## src/tws_ctrl_map.vh

```
// Purpose: addresses, field positions, reset values and masks of the serial port block
// Assumes: byte-wide processor data, 16-bit processor address
// Notes: included by the control top and the shift engine
`ifndef TWS_CTRL_MAP_VH
`define TWS_CTRL_MAP_VH

// register addresses
`define TWS_ADDR_PORT1_DIR    16'hFF21
`define TWS_ADDR_MODE_CTRL    16'hFF80
`define TWS_ADDR_CLOCK_SEL    16'hFF81
`define TWS_ADDR_SHIFT        16'hFF82
`define TWS_ADDR_TX_BUFFER    16'hFF83
`define TWS_ADDR_PORT1_LATCH  16'hFF01

// reset values
`define TWS_RST_PORT1_DIR     8'hFF
`define TWS_RST_MODE_CTRL     8'h00
`define TWS_RST_CLOCK_SEL     8'h00
`define TWS_RST_DATA          8'h00

// mode register fields
`define TWS_MODE_ENABLE       7
`define TWS_MODE_TX_RX        6
`define TWS_MODE_BIT_ORDER    4
`define TWS_MODE_BUSY         0
`define TWS_MODE_WR_MASK      8'hD0

// clock select fields
`define TWS_CLK_POLARITY      4
`define TWS_CLK_SRC_HI        2
`define TWS_CLK_WR_MASK       8'h17
`define TWS_CLK_SRC_SLAVE     3'h7

// serial pin positions on port 1
`define TWS_PIN_SCK           0
`define TWS_PIN_SI            1
`define TWS_PIN_SO            2

// transfer length
`define TWS_LAST_BIT          4'h7

`endif

```

## src/tws_ctrl.v

```verilog
// Purpose: control registers and port-1 pin assignment of a three-wire serial port
// Assumes: one processor access per cycle; read data follows one cycle after the strobe
// Notes: clearing the enable bit holds the shift engine in asynchronous reset
//        unmapped reads return zero, unmapped writes are dropped
//        software must leave clock select alone while the enable bit is set
`timescale 1ns/10ps
`default_nettype none
`include "tws_ctrl_map.vh"

module tws_ctrl (
   // clock and reset
   input wire CORE_CLK,
   input wire RST_B,
   // processor access
   input wire [15:0] CPU_ADDR,
   input wire CPU_WR,
   input wire CPU_RD,
   input wire CPU_BIT_OP,
   input wire [2:0] CPU_BIT_SEL,
   input wire [7:0] CPU_WDATA,
   output reg [7:0] CPU_RDATA,
   // port 1 pins
   input wire [7:0] P1_IN,
   output reg [7:0] P1_OUT,
   output reg [7:0] P1_OE,
   // transfer completion
   output reg TRANSFER_DONE
);

   reg [7:0] port1_direction_r;
   reg [7:0] port1_latch_r;
   reg [7:0] mode_r;
   reg [7:0] clock_sel_r;
   reg [7:0] tx_buffer_r;
   reg [7:0] pin_meta_r;
   reg [7:0] pin_sync_r;
   reg [7:0] rdata_nxt;
   reg [7:0] out_nxt;
   wire hit_dir;
   wire hit_mode;
   wire hit_clk;
   wire hit_shift;
   wire hit_txb;
   wire hit_latch;
   wire enabled;
   wire eng_rst_b;
   wire start;
   wire load_en;
   wire [7:0] txb_nxt;
   wire [7:0] shift_data;
   wire eng_busy;
   wire eng_done;
   wire eng_sck;
   wire eng_so;
   wire is_master;
   wire wr_dir;
   wire wr_mode;
   wire wr_clk;
   wire wr_txb;
   wire wr_latch;
   wire wr_start;
   wire rd_start;

   // merge a byte write or a single-bit write into the old value
   function [7:0] merge_wr;
      input [7:0] old;
      input [7:0] wdata;
      input bit_op;
      input [2:0] sel;
      reg [7:0] one;
      begin
         one = 8'h01 << sel;
         if (bit_op) begin
            merge_wr = wdata[0] ? (old | one) : (old & ~one);
         end else begin
            merge_wr = wdata;
         end
      end
   endfunction

   // input pins read the pin level, output pins read back the latch
   function [7:0] port_view;
      input [7:0] pins;
      input [7:0] latch;
      input [7:0] dir;
      begin
         port_view = (pins & dir) | (latch & ~dir);
      end
   endfunction

   // address decode
   assign hit_dir = (CPU_ADDR == `TWS_ADDR_PORT1_DIR);
   assign hit_mode = (CPU_ADDR == `TWS_ADDR_MODE_CTRL);
   assign hit_clk = (CPU_ADDR == `TWS_ADDR_CLOCK_SEL);
   assign hit_shift = (CPU_ADDR == `TWS_ADDR_SHIFT);
   assign hit_txb = (CPU_ADDR == `TWS_ADDR_TX_BUFFER);
   assign hit_latch = (CPU_ADDR == `TWS_ADDR_PORT1_LATCH);

   // enable gates the engine and its reset
   assign enabled = mode_r[`TWS_MODE_ENABLE];
   assign eng_rst_b = RST_B & enabled;
   assign is_master = (clock_sel_r[`TWS_CLK_SRC_HI:0] != `TWS_CLK_SRC_SLAVE);

   // write strobes per register, one access per cycle
   assign wr_dir = CPU_WR && hit_dir;
   assign wr_mode = CPU_WR && hit_mode;
   assign wr_clk = CPU_WR && hit_clk;
   assign wr_txb = CPU_WR && hit_txb;
   assign wr_latch = CPU_WR && hit_latch;

   // transfer start from buffer write or shift read
   assign load_en = wr_txb;
   assign txb_nxt = merge_wr(tx_buffer_r, CPU_WDATA, CPU_BIT_OP, CPU_BIT_SEL);
   assign wr_start = wr_txb;
   assign rd_start = CPU_RD && hit_shift;
   assign start = enabled && !eng_busy && (wr_start || rd_start);

   // two-stage synchroniser on every port pin
   always @(posedge CORE_CLK or negedge RST_B) begin
      if (!RST_B) begin
         pin_meta_r <= 8'h00;
         pin_sync_r <= 8'h00;
      end else begin
         pin_meta_r <= P1_IN;
         pin_sync_r <= pin_meta_r;
      end
   end

   // shift engine, reset while disabled
   // engine reset clears
   tws_shift u_shift (
      .clk(CORE_CLK),
      .rst_b(eng_rst_b),
      .start(start),
      .load_en(load_en),
      .load_data(txb_nxt),
      .tx_en(mode_r[`TWS_MODE_TX_RX]),
      .lsb_first(mode_r[`TWS_MODE_BIT_ORDER]),
      .clk_src(clock_sel_r[`TWS_CLK_SRC_HI:0]),
      .clk_pol(clock_sel_r[`TWS_CLK_POLARITY]),
      .sck_sync(pin_sync_r[`TWS_PIN_SCK]),
      .si_sync(pin_sync_r[`TWS_PIN_SI]),
      .sck_out(eng_sck),
      .so_r(eng_so),
      .busy_r(eng_busy),
      .done_r(eng_done),
      .shift_r(shift_data)
   );

   always @(posedge CORE_CLK or negedge RST_B) begin
      if (!RST_B) begin
         port1_direction_r <= `TWS_RST_PORT1_DIR;
      end else if (wr_dir) begin
         port1_direction_r <= merge_wr(port1_direction_r, CPU_WDATA, CPU_BIT_OP,
                                       CPU_BIT_SEL);
      end
   end

   always @(posedge CORE_CLK or negedge RST_B) begin
      if (!RST_B) begin
         mode_r <= `TWS_RST_MODE_CTRL;
      end else if (wr_mode) begin
         mode_r <= merge_wr(mode_r, CPU_WDATA, CPU_BIT_OP, CPU_BIT_SEL) & `TWS_MODE_WR_MASK;
      end
   end

   // clock select, unused bits kept at zero
   always @(posedge CORE_CLK or negedge RST_B) begin
      if (!RST_B) begin
         clock_sel_r <= `TWS_RST_CLOCK_SEL;
      end else if (wr_clk) begin
         clock_sel_r <= merge_wr(clock_sel_r, CPU_WDATA, CPU_BIT_OP, CPU_BIT_SEL) &
                        `TWS_CLK_WR_MASK;
      end
   end

   // transmit buffer keeps the last written byte
   always @(posedge CORE_CLK or negedge RST_B) begin
      if (!RST_B) begin
         tx_buffer_r <= `TWS_RST_DATA;
      end else if (wr_txb) begin
         tx_buffer_r <= txb_nxt;
      end
   end

   // port-1 output latch
   always @(posedge CORE_CLK or negedge RST_B) begin
      if (!RST_B) begin
         port1_latch_r <= `TWS_RST_DATA;
      end else if (wr_latch) begin
         port1_latch_r <= merge_wr(port1_latch_r, CPU_WDATA, CPU_BIT_OP, CPU_BIT_SEL);
      end
   end

   // read mux, unmapped addresses read zero
   always @* begin
      rdata_nxt = 8'h00;
      case (CPU_ADDR)
         `TWS_ADDR_PORT1_DIR: begin
            rdata_nxt = port1_direction_r;
         end
         `TWS_ADDR_MODE_CTRL: begin
            rdata_nxt = mode_r & `TWS_MODE_WR_MASK;
            rdata_nxt[`TWS_MODE_BUSY] = eng_busy;
         end
         `TWS_ADDR_CLOCK_SEL: begin
            rdata_nxt = clock_sel_r;
         end
         `TWS_ADDR_SHIFT: begin
            rdata_nxt = shift_data;
         end
         `TWS_ADDR_TX_BUFFER: begin
            rdata_nxt = tx_buffer_r;
         end
         `TWS_ADDR_PORT1_LATCH: begin
            rdata_nxt = port_view(pin_sync_r, port1_latch_r, port1_direction_r);
         end
         default: begin
            rdata_nxt = 8'h00;
         end
      endcase
   end

   // pin output selection
   always @* begin
      out_nxt = port1_latch_r;
      if (enabled) begin
         if (is_master) begin
            out_nxt[`TWS_PIN_SCK] = eng_sck & port1_latch_r[`TWS_PIN_SCK];
         end
         if (mode_r[`TWS_MODE_TX_RX]) begin
            out_nxt[`TWS_PIN_SO] = eng_so | port1_latch_r[`TWS_PIN_SO];
         end
      end
   end

   // read data, held until the next read
   always @(posedge CORE_CLK or negedge RST_B) begin
      if (!RST_B) begin
         CPU_RDATA <= 8'h00;
      end else if (CPU_RD) begin
         CPU_RDATA <= rdata_nxt;
      end
   end

   // pin levels and output enables
   always @(posedge CORE_CLK or negedge RST_B) begin
      if (!RST_B) begin
         P1_OUT <= 8'h00;
         P1_OE <= 8'h00;
      end else begin
         P1_OUT <= out_nxt;
         P1_OE <= ~port1_direction_r;
      end
   end

   always @(posedge CORE_CLK or negedge RST_B) begin
      if (!RST_B) begin
         TRANSFER_DONE <= 1'b0;
      end else begin
         TRANSFER_DONE <= eng_done;
      end
   end

endmodule
`default_nettype wire

```

## src/tws_shift.v

```verilog
// Purpose: 8-bit shift engine with master clock divider and slave clock edge finder
// Assumes: sck_sync and si_sync already pass two flip-flops in the core clock domain
// Notes: rst_b here combines the system reset with the enable bit
`timescale 1ns/10ps
`default_nettype none
`include "tws_ctrl_map.vh"

module tws_shift (
   // clock and combined reset
   input wire clk,
   input wire rst_b,
   // control
   input wire start,
   input wire load_en,
   input wire [7:0] load_data,
   input wire tx_en,
   input wire lsb_first,
   input wire [2:0] clk_src,
   input wire clk_pol,
   // serial lines
   input wire sck_sync,
   input wire si_sync,
   output wire sck_out,
   output reg so_r,
   // status
   output reg busy_r,
   output reg done_r,
   output reg [7:0] shift_r
);

   reg [6:0] div_r;
   reg ph_r;
   reg prev_ph_r;
   reg [3:0] cnt_r;
   wire slave;
   wire ph_now;
   wire tick;
   wire fall;
   wire rise;
   wire [7:0] start_data;

   // half-period limit of the master clock: 2^sel core cycles
   function [6:0] half_lim;
      input [2:0] sel;
      begin
         half_lim = (7'h01 << sel) - 7'h01;
      end
   endfunction

   // bit that goes out next for the chosen order
   function out_bit;
      input [7:0] data;
      input lsb;
      begin
         out_bit = lsb ? data[0] : data[7];
      end
   endfunction

   // internal phase is high when idle, but stays low after a transfer with clock select 0; falling drives, rising samples
   assign slave = (clk_src == `TWS_CLK_SRC_SLAVE);
   assign ph_now = slave ? (sck_sync ^ clk_pol) : ph_r;
   assign tick = busy_r && !slave && (div_r == half_lim(clk_src));
   assign fall = prev_ph_r && !ph_now;
   assign rise = !prev_ph_r && ph_now;
   assign sck_out = ph_r ^ clk_pol;
   assign start_data = load_en ? load_data : shift_r;

   // shift engine
   always @(posedge clk or negedge rst_b) begin
      if (!rst_b) begin
         div_r <= 7'h00;
         ph_r <= 1'b1;
         prev_ph_r <= 1'b1;
         cnt_r <= 4'h0;
         busy_r <= 1'b0;
         done_r <= 1'b0;
         shift_r <= `TWS_RST_DATA;
         so_r <= 1'b0;
      end else begin
         prev_ph_r <= ph_now;
         done_r <= 1'b0;
         if (start && !busy_r) begin
            busy_r <= 1'b1;
            cnt_r <= 4'h0;
            div_r <= 7'h00;
            ph_r <= 1'b1;
            shift_r <= start_data;
            so_r <= tx_en & out_bit(start_data, lsb_first);
         end else if (busy_r) begin
            if (tick) begin
               div_r <= 7'h00;
               ph_r <= ~ph_r;
            end else if (!slave) begin
               div_r <= div_r + 7'h01;
            end
            if (fall) begin
               so_r <= tx_en & out_bit(shift_r, lsb_first);
            end
            if (rise) begin
               shift_r <= lsb_first ? {si_sync, shift_r[7:1]} : {shift_r[6:0], si_sync};
               cnt_r <= cnt_r + 4'h1;
               if (cnt_r == `TWS_LAST_BIT) begin
                  busy_r <= 1'b0;
                  done_r <= 1'b1;
               end
            end
         end
      end
   end

endmodule
`default_nettype wire
```

## config.mk

```make
export PLATFORM = sky130hd
export DESIGN_NAME = tws_ctrl
export DESIGN_NICKNAME = d
export VERILOG_FILES = /design/src/tws_ctrl.v /design/src/tws_shift.v
export VERILOG_INCLUDE_DIRS = /design/src /design/src/src
export SDC_FILE = /design/constraint.sdc
export NUM_CORES = 1
export LEC_CHECK = 0
export BUFFER_PORTS_ARGS = -buffer_cell sky130_fd_sc_hd__buf_2
export CORE_AREA = 2 2 92 94
export DETAILED_ROUTE_END_ITERATION = 8
export DIE_AREA = 0 0 94 96
export PLACE_DENSITY_LB_ADDON = 0.05
export SYNTH_ARGS = -nofsm -noshare
export SYNTH_HDL_FRONTEND = slang
export SYNTH_SLANG_ARGS = --single-unit
```

## constraint.sdc

```tcl
create_clock -name CORE_CLK -period 2.2 [get_ports CORE_CLK]
set_input_delay 0.11 -clock CORE_CLK [delete_from_list [all_inputs] [get_ports CORE_CLK]]
set_output_delay 0.11 -clock CORE_CLK [all_outputs]
set_load 0.05 [all_outputs]
```

-- After elaboration in Yosys (flattened, before gate mapping)
Cells that the tools add are included.
- $add $sub $neg: 3
- equal/unequal tests: 12
- shift operators: 2
- muxes and demuxes: 44
- bitwise gates (word level): 23
- reduce and logical (&&, ||, !) cells: 27
- operator list (kind ; count):
    $mux 8 ; 13
    $eq 16x16->1 const B ; 6
    $and 8x8->8 ; 6
    $pmux 8 s6 ; 1
    $or 8x8->8 ; 5
    $mux 7 ; 4
    $mux 1 ; 21
    $not 8->8 ; 2
    $logic_and 1x1->1 ; 13
    $mux 4 ; 3
    $mux 5 ; 2
    $reduce_and 2->1 ; 4
    $reduce_bool 2->1 ; 4
    $shl 1x3->8 const A ; 1
    $add 7x1->7 const B ; 1
    $eq 7x7->1 ; 1
    $shl 1x3->7 const A ; 1
    $sub 7x1->7 const B ; 1
    $ne 3x3->1 const B ; 2
    $and 5x5->5 ; 1
    $or 5x5->5 ; 1
    $add 4x1->4 const B ; 1
    $and 1x1->1 ; 4
    $eq 4x3->1 const B ; 1
    other kinds (8) ; 12
- register bits: 96
- output and inout bits: 25
- word-level logic and storage cells: 131

-- Longest topological paths before layout
Gate-level depths: netlist of the first run.
- depth in word-level cells: 9
- gate-level depth with buffers: 11
- mapped depth without buffers: 9

-- Cells and area by module
A second synthesis of the first run with hierarchy kept.
- cell total of the unflattened synthesis: 462
- area total of the unflattened synthesis: 4914.7 sq um
- by module, submodules not included (module ; times used ; cells each ; area each (sq um) ; seq. area each (sq um)):
    tws_ctrl ; 1 ; 306 ; 3394.5 ; 1811.7
    tws_shift ; 1 ; 156 ; 1520.2 ; 603.1

-- Worst setup path before layout of the first run
OpenSTA, ideal clock, no wires.
- path kind: reg-to-reg
- start point: register with a tool-made name
- end point: register u_shift.div_r[6]
- data arrival time: 2225 ps
- required time: 2069 ps
- setup slack: -156 ps
- stages on the path, launching flop included: 11
- path buffers: 2
- period minus slack after synthesis: 2356 ps
- path through: dfrtp_1 -> buf_4 -> or3_1 -> ha_1 -> buf_2 -> nor4bb_1 -> a211oi_1 -> o32ai_1 -> o221ai_2 -> nand4_1 -> o211ai_1
- RTL lines (item ; RTL line ; text):
    end signal, assigned ; tws_shift.v:94 ; div_r <= div_r + 7'h01;
    end, declared ; tws_shift.v:31 ; reg [6:0] div_r;

==> tab_implementation.tex, run 1 <==
\begin{tabular}{lr}
\hline
Metric & Value \\
\hline
\multicolumn{2}{l}{\textbf{Cells and area}} \\
Layout Cells excl Fill & between 600 and 700 \\
Total Nets Final & between 500 and 600 \\
Layout Area Growth over Synthesis & 18.5\% \\
Ratio of cells with drive above 1 in the final layout & roughly 31\% \\
N\_diodes & 0 \\
End-of-flow core utilization & slightly below 70\% \\
\multicolumn{2}{l}{\textbf{STA}} \\
Final-report hold violation count & 0 \\
Shortest period the worst path allows & 2.21 ns \\
Final max-slew violation count & 0 \\
Finish-stage setup viols & 3 \\
Maximum clock skew at final layout & 0.0122 ns \\
Slew headroom & a little under half \\
RSZ-0062 raised after global routing & yes \\
Tightest Pin Transition & just over 0.8 ns \\
Post-route setup slack & -0.00741 ns \\
Worst Hold Slack & approximately 0.085 ns \\
Part of the cycle the worst path needs & 100\% \\
Peak Freq & 453 MHz \\
\multicolumn{2}{l}{\textbf{Yosys}} \\
Combined area of all synthesized cells & between 4000 and 5000 um\^{}2 \\
Count of flip-flops with a built-in enable after synthesis & 0 \\
Synth async-reset ratio & 100\% \\
Portion of the post-synthesis area used by sequential elements & between 50 and 60\% \\
Cell count after synthesis & 450 \\
Synth Net Count & $\sim$500 \\
Yosys Warn Count & 0 \\
Mapped Avg Cell Area & about 10 um\^{}2 \\
\#FFs+latches synth & 96 \\
Distinct cell type count of the synthesized netlist & between 50 and 60 \\
Post-synth top flop & sky130\_fd\_sc\_hd\_\_dfrtp\_1 \\
\multicolumn{2}{l}{\textbf{Worst setup path}} \\
Nature of the critical path startpoint & register \\
Slowest cell on the critical path & sky130\_fd\_sc\_hd\_\_dfrtp\_1 \\
Count of buffering cells on the critical path with inverters included & 1 \\
Endpoint required time on the critical path & $\sim$2.5 ns \\
List of cells traversed by the critical path & or3\_4 -> ha\_4 -> xnor2\_1 -> xnor2\_1 -> nor4\_1 -> o221ai\_2 -> buf\_4 -> nand2\_4 -> nor2\_1 \\
Cell repeated most along the worst path & sky130\_fd\_sc\_hd\_\_xnor2\_1 \\
Cell family contributing the most delay on the critical path & simple AND/OR/NAND/NOR gates \\
Setup CP Type & reg -> reg \\
Slowest cell delay on critical path & about 0.43 ns \\
Category of the worst setup path capture point & register \\
WP data arrival & between 2 and 2.5 ns \\
Crit-path max FO & 6 \\
\multicolumn{2}{l}{\textbf{Place}} \\
Worst-case setup slack after placement & -0.0567 ns \\
Port-buffer cells & 64 \\
Final estimated routing congestion in global placement & 0.898 \\
DP Cell Count & $\sim$620 \\
Final HPWL DP & slightly above 8000 um \\
\multicolumn{2}{l}{\textbf{Global route}} \\
Met2 global-route usage & approximately 44\% \\
Aggregate global-route resource usage & between 20\% and 30\% \\
Met3 track demand over resource in global routing & 5.56\% \\
Global-route met1 utilization & a little under two fifths \\
Wire length of the first global-routing pass & 18,300 um \\
Pin count of the biggest net entering global routing & 41 \\
Initial antenna violation count & 0 \\
Vias in the first global route & 3,518 \\
Layer with the highest usage & met2 \\
Remaining global-route overflow & 0 \\
\multicolumn{2}{l}{\textbf{Floorplanning}} \\
Floorplan Core Area & 8050 um\^{}2 \\
Total I/O pin count & between 60 and 70 \\
Horiz. Die Dim & approximately 94 um \\
Starting density of the core & 58.6\% \\
Vertical extent of the die & 96 um \\
Row count & 33 \\
Die Footprint & around 9000 um\^{}2 \\
\multicolumn{2}{l}{\textbf{Power}} \\
Pwr/cell area & approximately 570 nW/um\^{}2 \\
Leakage & $\sim$2.5 nW \\
Peak supply drop & approximately 0.00057 V \\
Power Total & approximately 3.2 mW \\
\multicolumn{2}{l}{\textbf{CTS}} \\
Sink count of the clock tree & 96 \\
Root buffer selected by CTS & sky130\_fd\_sc\_hd\_\_clkbuf\_8 \\
TritonCTS clock tree & done \\
CTS HTree Levels & 3 \\
Inserted Clock Buffers & 9 \\
CTS clock-pin slew for the worst setup and hold paths & about 0.090 ns \\
Clock latency reported for the late side of the worst-skew pair & between 0.3 and 0.4 ns \\
Buffer levels on the longest clock path & 2 \\
\multicolumn{2}{l}{\textbf{Drt}} \\
DRC errors left & 0 \\
Vias after detailed routing & about 3,700 \\
Vias per cell & $\sim$5.8 \\
DRT Pass-1 Iters & 5 \\
Final WL & around 11,000 um \\
Number of nets still failing antenna checks after routing & 0 \\
Initial DRC count & between 200 and 250 \\
Final routed wire length divided by cell count & 17.8 um \\
\multicolumn{2}{l}{\textbf{Worst hold path}} \\
Worst hold path type & in -> reg \\
\multicolumn{2}{l}{\textbf{Status}} \\
Run status & finished with violations \\
Failing checks & setup timing \\
\multicolumn{2}{l}{\textbf{Flow run}} \\
Number of max-cap violations & 0 \\
\hline
\end{tabular}
routing by layer:
metal,vias up,part of all wire [%]
met5,-,0
met1,1817,45
li1,1754,-
met4,0,1.6
met2,131,47
met3,15,6.0
synthesized netlist by cell type, types with 3 or more instances:
master / count / area (um^2)
sky130_fd_sc_hd__dfrtp_1: 86 / 2150
sky130_fd_sc_hd__nand2_1: 47 / 176
sky130_fd_sc_hd__nor2_1: 38 / 143
sky130_fd_sc_hd__o21ai_0: 38 / 190
sky130_fd_sc_hd__mux2_2: 27 / 304
sky130_fd_sc_hd__inv_1: 16 / 60.1
sky130_fd_sc_hd__nand3_1: 14 / 70.1
sky130_fd_sc_hd__mux2i_1: 12 / 120
sky130_fd_sc_hd__nor2b_1: 12 / 75.1
sky130_fd_sc_hd__buf_2: 10 / 50.1
sky130_fd_sc_hd__dfstp_2: 10 / 263
sky130_fd_sc_hd__nand2b_1: 10 / 62.6
sky130_fd_sc_hd__xor2_1: 10 / 87.6
sky130_fd_sc_hd__a21boi_0: 8 / 60.1
sky130_fd_sc_hd__nand4_1: 8 / 50.1
sky130_fd_sc_hd__clkbuf_1: 7 / 26.3
sky130_fd_sc_hd__xnor2_1: 7 / 61.3
sky130_fd_sc_hd__a22oi_1: 6 / 45.0
sky130_fd_sc_hd__a31oi_1: 6 / 37.5
sky130_fd_sc_hd__o31ai_1: 6 / 45.0
sky130_fd_sc_hd__a21oi_1: 5 / 25.0
sky130_fd_sc_hd__a211o_1: 4 / 35.0
sky130_fd_sc_hd__and2_1: 4 / 25.0
sky130_fd_sc_hd__o211a_1: 4 / 40.0
sky130_fd_sc_hd__o221a_2: 4 / 45.0
sky130_fd_sc_hd__and3_1: 3 / 18.8
sky130_fd_sc_hd__ha_1: 3 / 37.5
sky130_fd_sc_hd__nor3b_2: 3 / 37.5
worst min-delay path: cells and delay by family:
kind	cells	cell delay, ns
AND/OR/NAND/NOR	1	0.06
AO/OA/AOI/OAI	1	0.08
buffers and inverters	1	0.15
cells by family after synthesis:
group / Yosys count / share of synthesized area, %
adder cells (fa/ha/maj): 3 / 0.796
AND/OR/NAND/NOR: 160 / 17.7
multiplexers: 41 / 9.95
AO/OA/AOI/OAI: 94 / 13.4
flip-flops: 96 / 51.2
buffers and inverters: 39 / 3.74
XOR/XNOR: 17 / 3.16
placed cells by master (no fill, tap or decap), types with 12 or more instances in the layout:
| master | n |
|---|---|
| sky130_fd_sc_hd__dfrtp_1 | 86 |
| sky130_fd_sc_hd__buf_2 | 63 |
| sky130_fd_sc_hd__nand2_1 | 46 |
| sky130_fd_sc_hd__o21ai_0 | 38 |
| sky130_fd_sc_hd__nor2_1 | 37 |
| sky130_fd_sc_hd__mux2_2 | 27 |
| sky130_fd_sc_hd__buf_4 | 26 |
| sky130_fd_sc_hd__inv_1 | 16 |
| sky130_fd_sc_hd__nand3_1 | 13 |
| sky130_fd_sc_hd__mux2i_1 | 12 |
| sky130_fd_sc_hd__nor2b_1 | 12 |
path summary, 6_finish.rpt:
kind | start | end | slack, ns | cells after the start
worst max-delay path | register | u_shift.div_r[4] | -0.007 | 9
worst min-delay path | CPU_WDATA[0] | register | 0.08 | 3
worst max register to register | register | u_shift.div_r[4] | -0.007 | 9
worst min register to register | pin_meta_r[1] | pin_sync_r[1] | 0.35 | 0
max in group asynchronous | RST_B | u_shift.shift_r[6] | 0.93 | 4
min in group asynchronous | RST_B | CPU_RDATA[1] | 0.21 | 2
repair_timing:
action,4_1_cts,5_1_grt
hold endpoints to repair,37,0
hold buffers,9,0
setup endpoints to repair,6,8
gates resized for setup,0,8
pin swaps,5,5
buffers inserted,3,2
cell type report:
class | count | area, um^2
repair buffers | 98 | 601
fillers | 633 | 2460
clock inverters | 6 | 67.6
clock buffers | 10 | 128
flip-flops and latches | 96 | 2410
inverters | 16 | 60.1
well taps | 105 | 131
multi-input cells | 315 | 2180
through the flow:
| step | cell area, um^2 | setup TNS, ns |
|---|---|---|
| detailed placement | 5220 | -0.163 |
| floorplan | 4740 | -0.824 |
| global route | 5590 | -0.665 |
| global placement | 5220 | 0 |
| finish | 5590 | -0.0144 |
| CTS | 5530 | -0.00478 |
power breakdown:
part	internal [mW]	total (mW)	switching, mW	leakage, nW
Sequential	1.78	1.79	0.00845	1.19
Combinational	0.0805	0.221	0.140	1.24
Clock	0.535	1.17	0.639	0.0986
Power figures use the tool's default switching activity.
==> inputs of run 2 (changes only) <==
--- a/config.mk
+++ b/config.mk
@@ -11,6 +11,7 @@
 export DETAILED_ROUTE_END_ITERATION = 8
 export DIE_AREA = 0 0 94 96
 export PLACE_DENSITY_LB_ADDON = 0.05
+export REMOVE_ABC_BUFFERS = 1
 export SYNTH_ARGS = -nofsm -noshare
 export SYNTH_HDL_FRONTEND = slang
 export SYNTH_SLANG_ARGS = --single-unit
==> run 2 against run 1 <==
Net effect:
- the flow still finishes with violations (setup timing)
- total power down 0.90%
- final area hardly changed
- routed wire length down 1.6%
- global-route usage shrank 0.36 points
- critical path type unchanged
- clock power about the same
- hold slack lost 0.020 ns
==> tab_implementation.tex, run 2 (synthesis results as in run 1) <==
\begin{tabular}{lr}
\hline
Metric & Value \\
\hline
\multicolumn{2}{l}{\textbf{Place}} \\
Worst-case setup slack after placement & -0.109 ns (-0.0527 ns) \\
Final HPWL DP & 7970 um (-2.7\%) \\
DP Cell Count & 618 (+0.32\%) \\
Final estimated routing congestion in global placement & 0.895 (-0.37\%) \\
Placed Instance Area & 5220 um\^{}2 (about the same) \\
Port-buffer cells & 64 (unchanged) \\
\multicolumn{2}{l}{\textbf{Power}} \\
Pwr/cell area & 565 nW/um\^{}2 (-0.93\%) \\
Leakage & 2.52 nW (-0.42\%) \\
Peak supply drop & 0.000401 V (-30\%) \\
Power Total & 3.16 mW (-0.90\%) \\
\multicolumn{2}{l}{\textbf{Cells and area}} \\
Post-layout instance area & 5590 um\^{}2 (about the same) \\
End-of-flow core utilization & 69.4\% (about the same) \\
Layout Area Growth over Synthesis & 18.5\% (about the same) \\
Most used cells in the layout excluding fill and tap cells & sky130\_fd\_sc\_hd\_\_dfrtp\_1, sky130\_fd\_sc\_hd\_\_buf\_2, sky130\_fd\_sc\_hd\_\_nand2\_1, sky130\_fd\_sc\_hd\_\_o21ai\_0, sky130\_fd\_sc\_hd\_\_nor2\_1 \\
Most frequent standard cell in the layout excluding fill and tap cells & sky130\_fd\_sc\_hd\_\_dfrtp\_1 \\
Ratio of cells with drive above 1 in the final layout & 31.8\% (+0.55 points) \\
Layout Cells excl Fill & 643 (-0.46\%) \\
Total Nets Final & 576 (-0.52\%) \\
N\_diodes & 0 (unchanged) \\
\multicolumn{2}{l}{\textbf{Flow run}} \\
Number of max-cap violations & 0 (unchanged) \\
\multicolumn{2}{l}{\textbf{Status}} \\
Failing checks & setup timing \\
Run status & finished with violations \\
\multicolumn{2}{l}{\textbf{CTS}} \\
TritonCTS clock tree & done \\
Root buffer selected by CTS & sky130\_fd\_sc\_hd\_\_clkbuf\_8 \\
Buffer levels on the longest clock path & 2 (unchanged) \\
CTS HTree Levels & 3 (unchanged) \\
Inserted Clock Buffers & 9 (unchanged) \\
CTS clock-pin slew for the worst setup and hold paths & 0.09 ns (about the same) \\
Sink count of the clock tree & 96 (unchanged) \\
Clock latency reported for the late side of the worst-skew pair & 0.36 ns (about the same) \\
\multicolumn{2}{l}{\textbf{Worst setup path}} \\
Endpoint required time on the critical path & 2.44 ns (-0.02 ns) \\
Setup CP Type & reg -> reg \\
Nature of the critical path startpoint & register \\
Slowest cell on the critical path & sky130\_fd\_sc\_hd\_\_or3\_4 \\
List of cells traversed by the critical path & or3\_4 -> ha\_4 -> xnor2\_2 -> xnor2\_1 -> nor4\_1 -> o221ai\_2 -> nand4\_1 -> o211ai\_1 \\
Cells on worst reg2reg path & 8 (-1) \\
Slowest cell delay on critical path & 0.41 ns (-0.02 ns) \\
Category of the worst setup path capture point & register \\
Crit-path max FO & 7 (+1) \\
WP data arrival & 2.51 ns (+0.04 ns) \\
\multicolumn{2}{l}{\textbf{Floorplanning}} \\
Starting density of the core & 58.6\% (unchanged) \\
Floorplan Core Area & 8050 um\^{}2 (unchanged) \\
Vertical extent of the die & 96 um (unchanged) \\
Total I/O pin count & 65 (unchanged) \\
Die Footprint & 9020 um\^{}2 (unchanged) \\
Row count & 33 (unchanged) \\
Horiz. Die Dim & 94 um (unchanged) \\
\multicolumn{2}{l}{\textbf{STA}} \\
Part of the cycle the worst path needs & 103\% (+2.7 points) \\
Slew headroom & 52.9\% (+7.4 points) \\
Final-report hold violation count & 0 (unchanged) \\
Maximum clock skew at final layout & 0.00959 ns (-0.00258 ns) \\
Post-route setup slack & -0.0668 ns (-0.0594 ns) \\
Finish-stage setup viols & 8 (+5) \\
RSZ-0062 raised after global routing & yes \\
Tightest Pin Transition & 0.699 ns (-0.109 ns) \\
Shortest period the worst path allows & 2.27 ns (+0.0594 ns) \\
Final max-slew violation count & 0 (unchanged) \\
Total Neg Setup Slack & -0.299 ns (-0.285 ns) \\
Worst Hold Slack & 0.0646 ns (-0.0201 ns) \\
Peak Freq & 441 MHz (-2.6\%) \\
\multicolumn{2}{l}{\textbf{Global route}} \\
Wire length of the first global-routing pass & 18,300 um (-0.30\%) \\
Initial antenna violation count & 0 (unchanged) \\
Remaining global-route overflow & 0 (unchanged) \\
Aggregate global-route resource usage & 26.7\% (-0.36 points) \\
Vias in the first global route & 3,559 (+1.2\%) \\
Pin count of the biggest net entering global routing & 32 (-22\%) \\
\multicolumn{2}{l}{\textbf{Drt}} \\
DRC errors left & 0 (unchanged) \\
Final WL & 11,300 um (-1.6\%) \\
Number of nets still failing antenna checks after routing & 0 (unchanged) \\
Vias after detailed routing & 3,640 (-2.1\%) \\
Final routed wire length divided by cell count & 17.6 um (-1.1\%) \\
DRT Pass-1 Iters & 6 (+1) \\
Initial DRC count & 186 (-11\%) \\
Vias per cell & 5.66 (-1.6\%) \\
\multicolumn{2}{l}{\textbf{Worst hold path}} \\
Worst hold path type & in -> reg \\
WHS Path Cells & 3 (unchanged) \\
\hline
\end{tabular}
-- run 2: cell types whose count changed in the layout (fill, tap and decap cells not counted), sizes merged --
cell    delta
bufinv     -1
clkinv     -1
clkbuf     +2
buf        -3
-- run 2: cell type report --
| class | count | area [um^2] |
|---|---|---|
| clock buffers | 12 | 165 |
| fillers | 658 | 2460 |
| well taps | 105 | 131 |
| inverters | 16 | 60.1 |
| flip-flops and latches | 96 | 2410 |
| clock inverters | 4 | 33.8 |
| multi-input cells | 315 | 2200 |
| repair buffers | 95 | 582 |
-- run 2: timing repair --
action	4_1_cts	5_1_grt
buffers inserted	1	0
hold endpoints to repair	36	0
endpoints found under the setup margin	8	8
pin swaps	8	9
resized for setup	7	8
hold buffers	9	0
-- run 2: where the power goes --
part           internal [mW]  switching (mW)  total (mW)  leakage (nW)
Sequential              1.78         0.00810        1.79          1.19
Combinational         0.0761           0.137       0.213          1.23
Clock                  0.515           0.637        1.15        0.0996
Total                   2.38           0.782        3.16          2.52
-- run 2: critical path, delay by kind of cell (launching register included) --
| kind | cells | cell delay (ns) |
|---|---|---|
| AO/OA/AOI/OAI | 2 | 0.34 |
| XOR/XNOR | 2 | 0.26 |
| adder cells (fa/ha/maj) | 1 | 0.22 |
| flip-flops | 1 | 0.38 |
| AND/OR/NAND/NOR | 3 | 0.93 |
-- run 2: final timing paths --
kind | slack (ns) | startpoint | end
worst min-delay path | 0.06 | CPU_WDATA[0] | register
worst min register to register | 0.36 | pin_meta_r[6] | pin_sync_r[6]
max in group asynchronous | 1.15 | RST_B | u_shift.prev_ph_r
min in group asynchronous | 0.22 | RST_B | pin_meta_r[3]
worst max-delay path | -0.07 | register | u_shift.div_r[6]
worst max register to register | -0.07 | register | u_shift.div_r[6]
-- run 2: metal layers --
| metal | vias up | GRT usage [%] | routed length [um] |
|---|---|---|---|
| met4 | 0 | 6.40 | 179 |
| li1 | 1752 | - | - |
| met2 | 90 | 45.4 | 5610 |
| met3 | 13 | 6.03 | 540 |
| met5 | - | 0 | 0 |
| met1 | 1785 | 35.2 | 4970 |
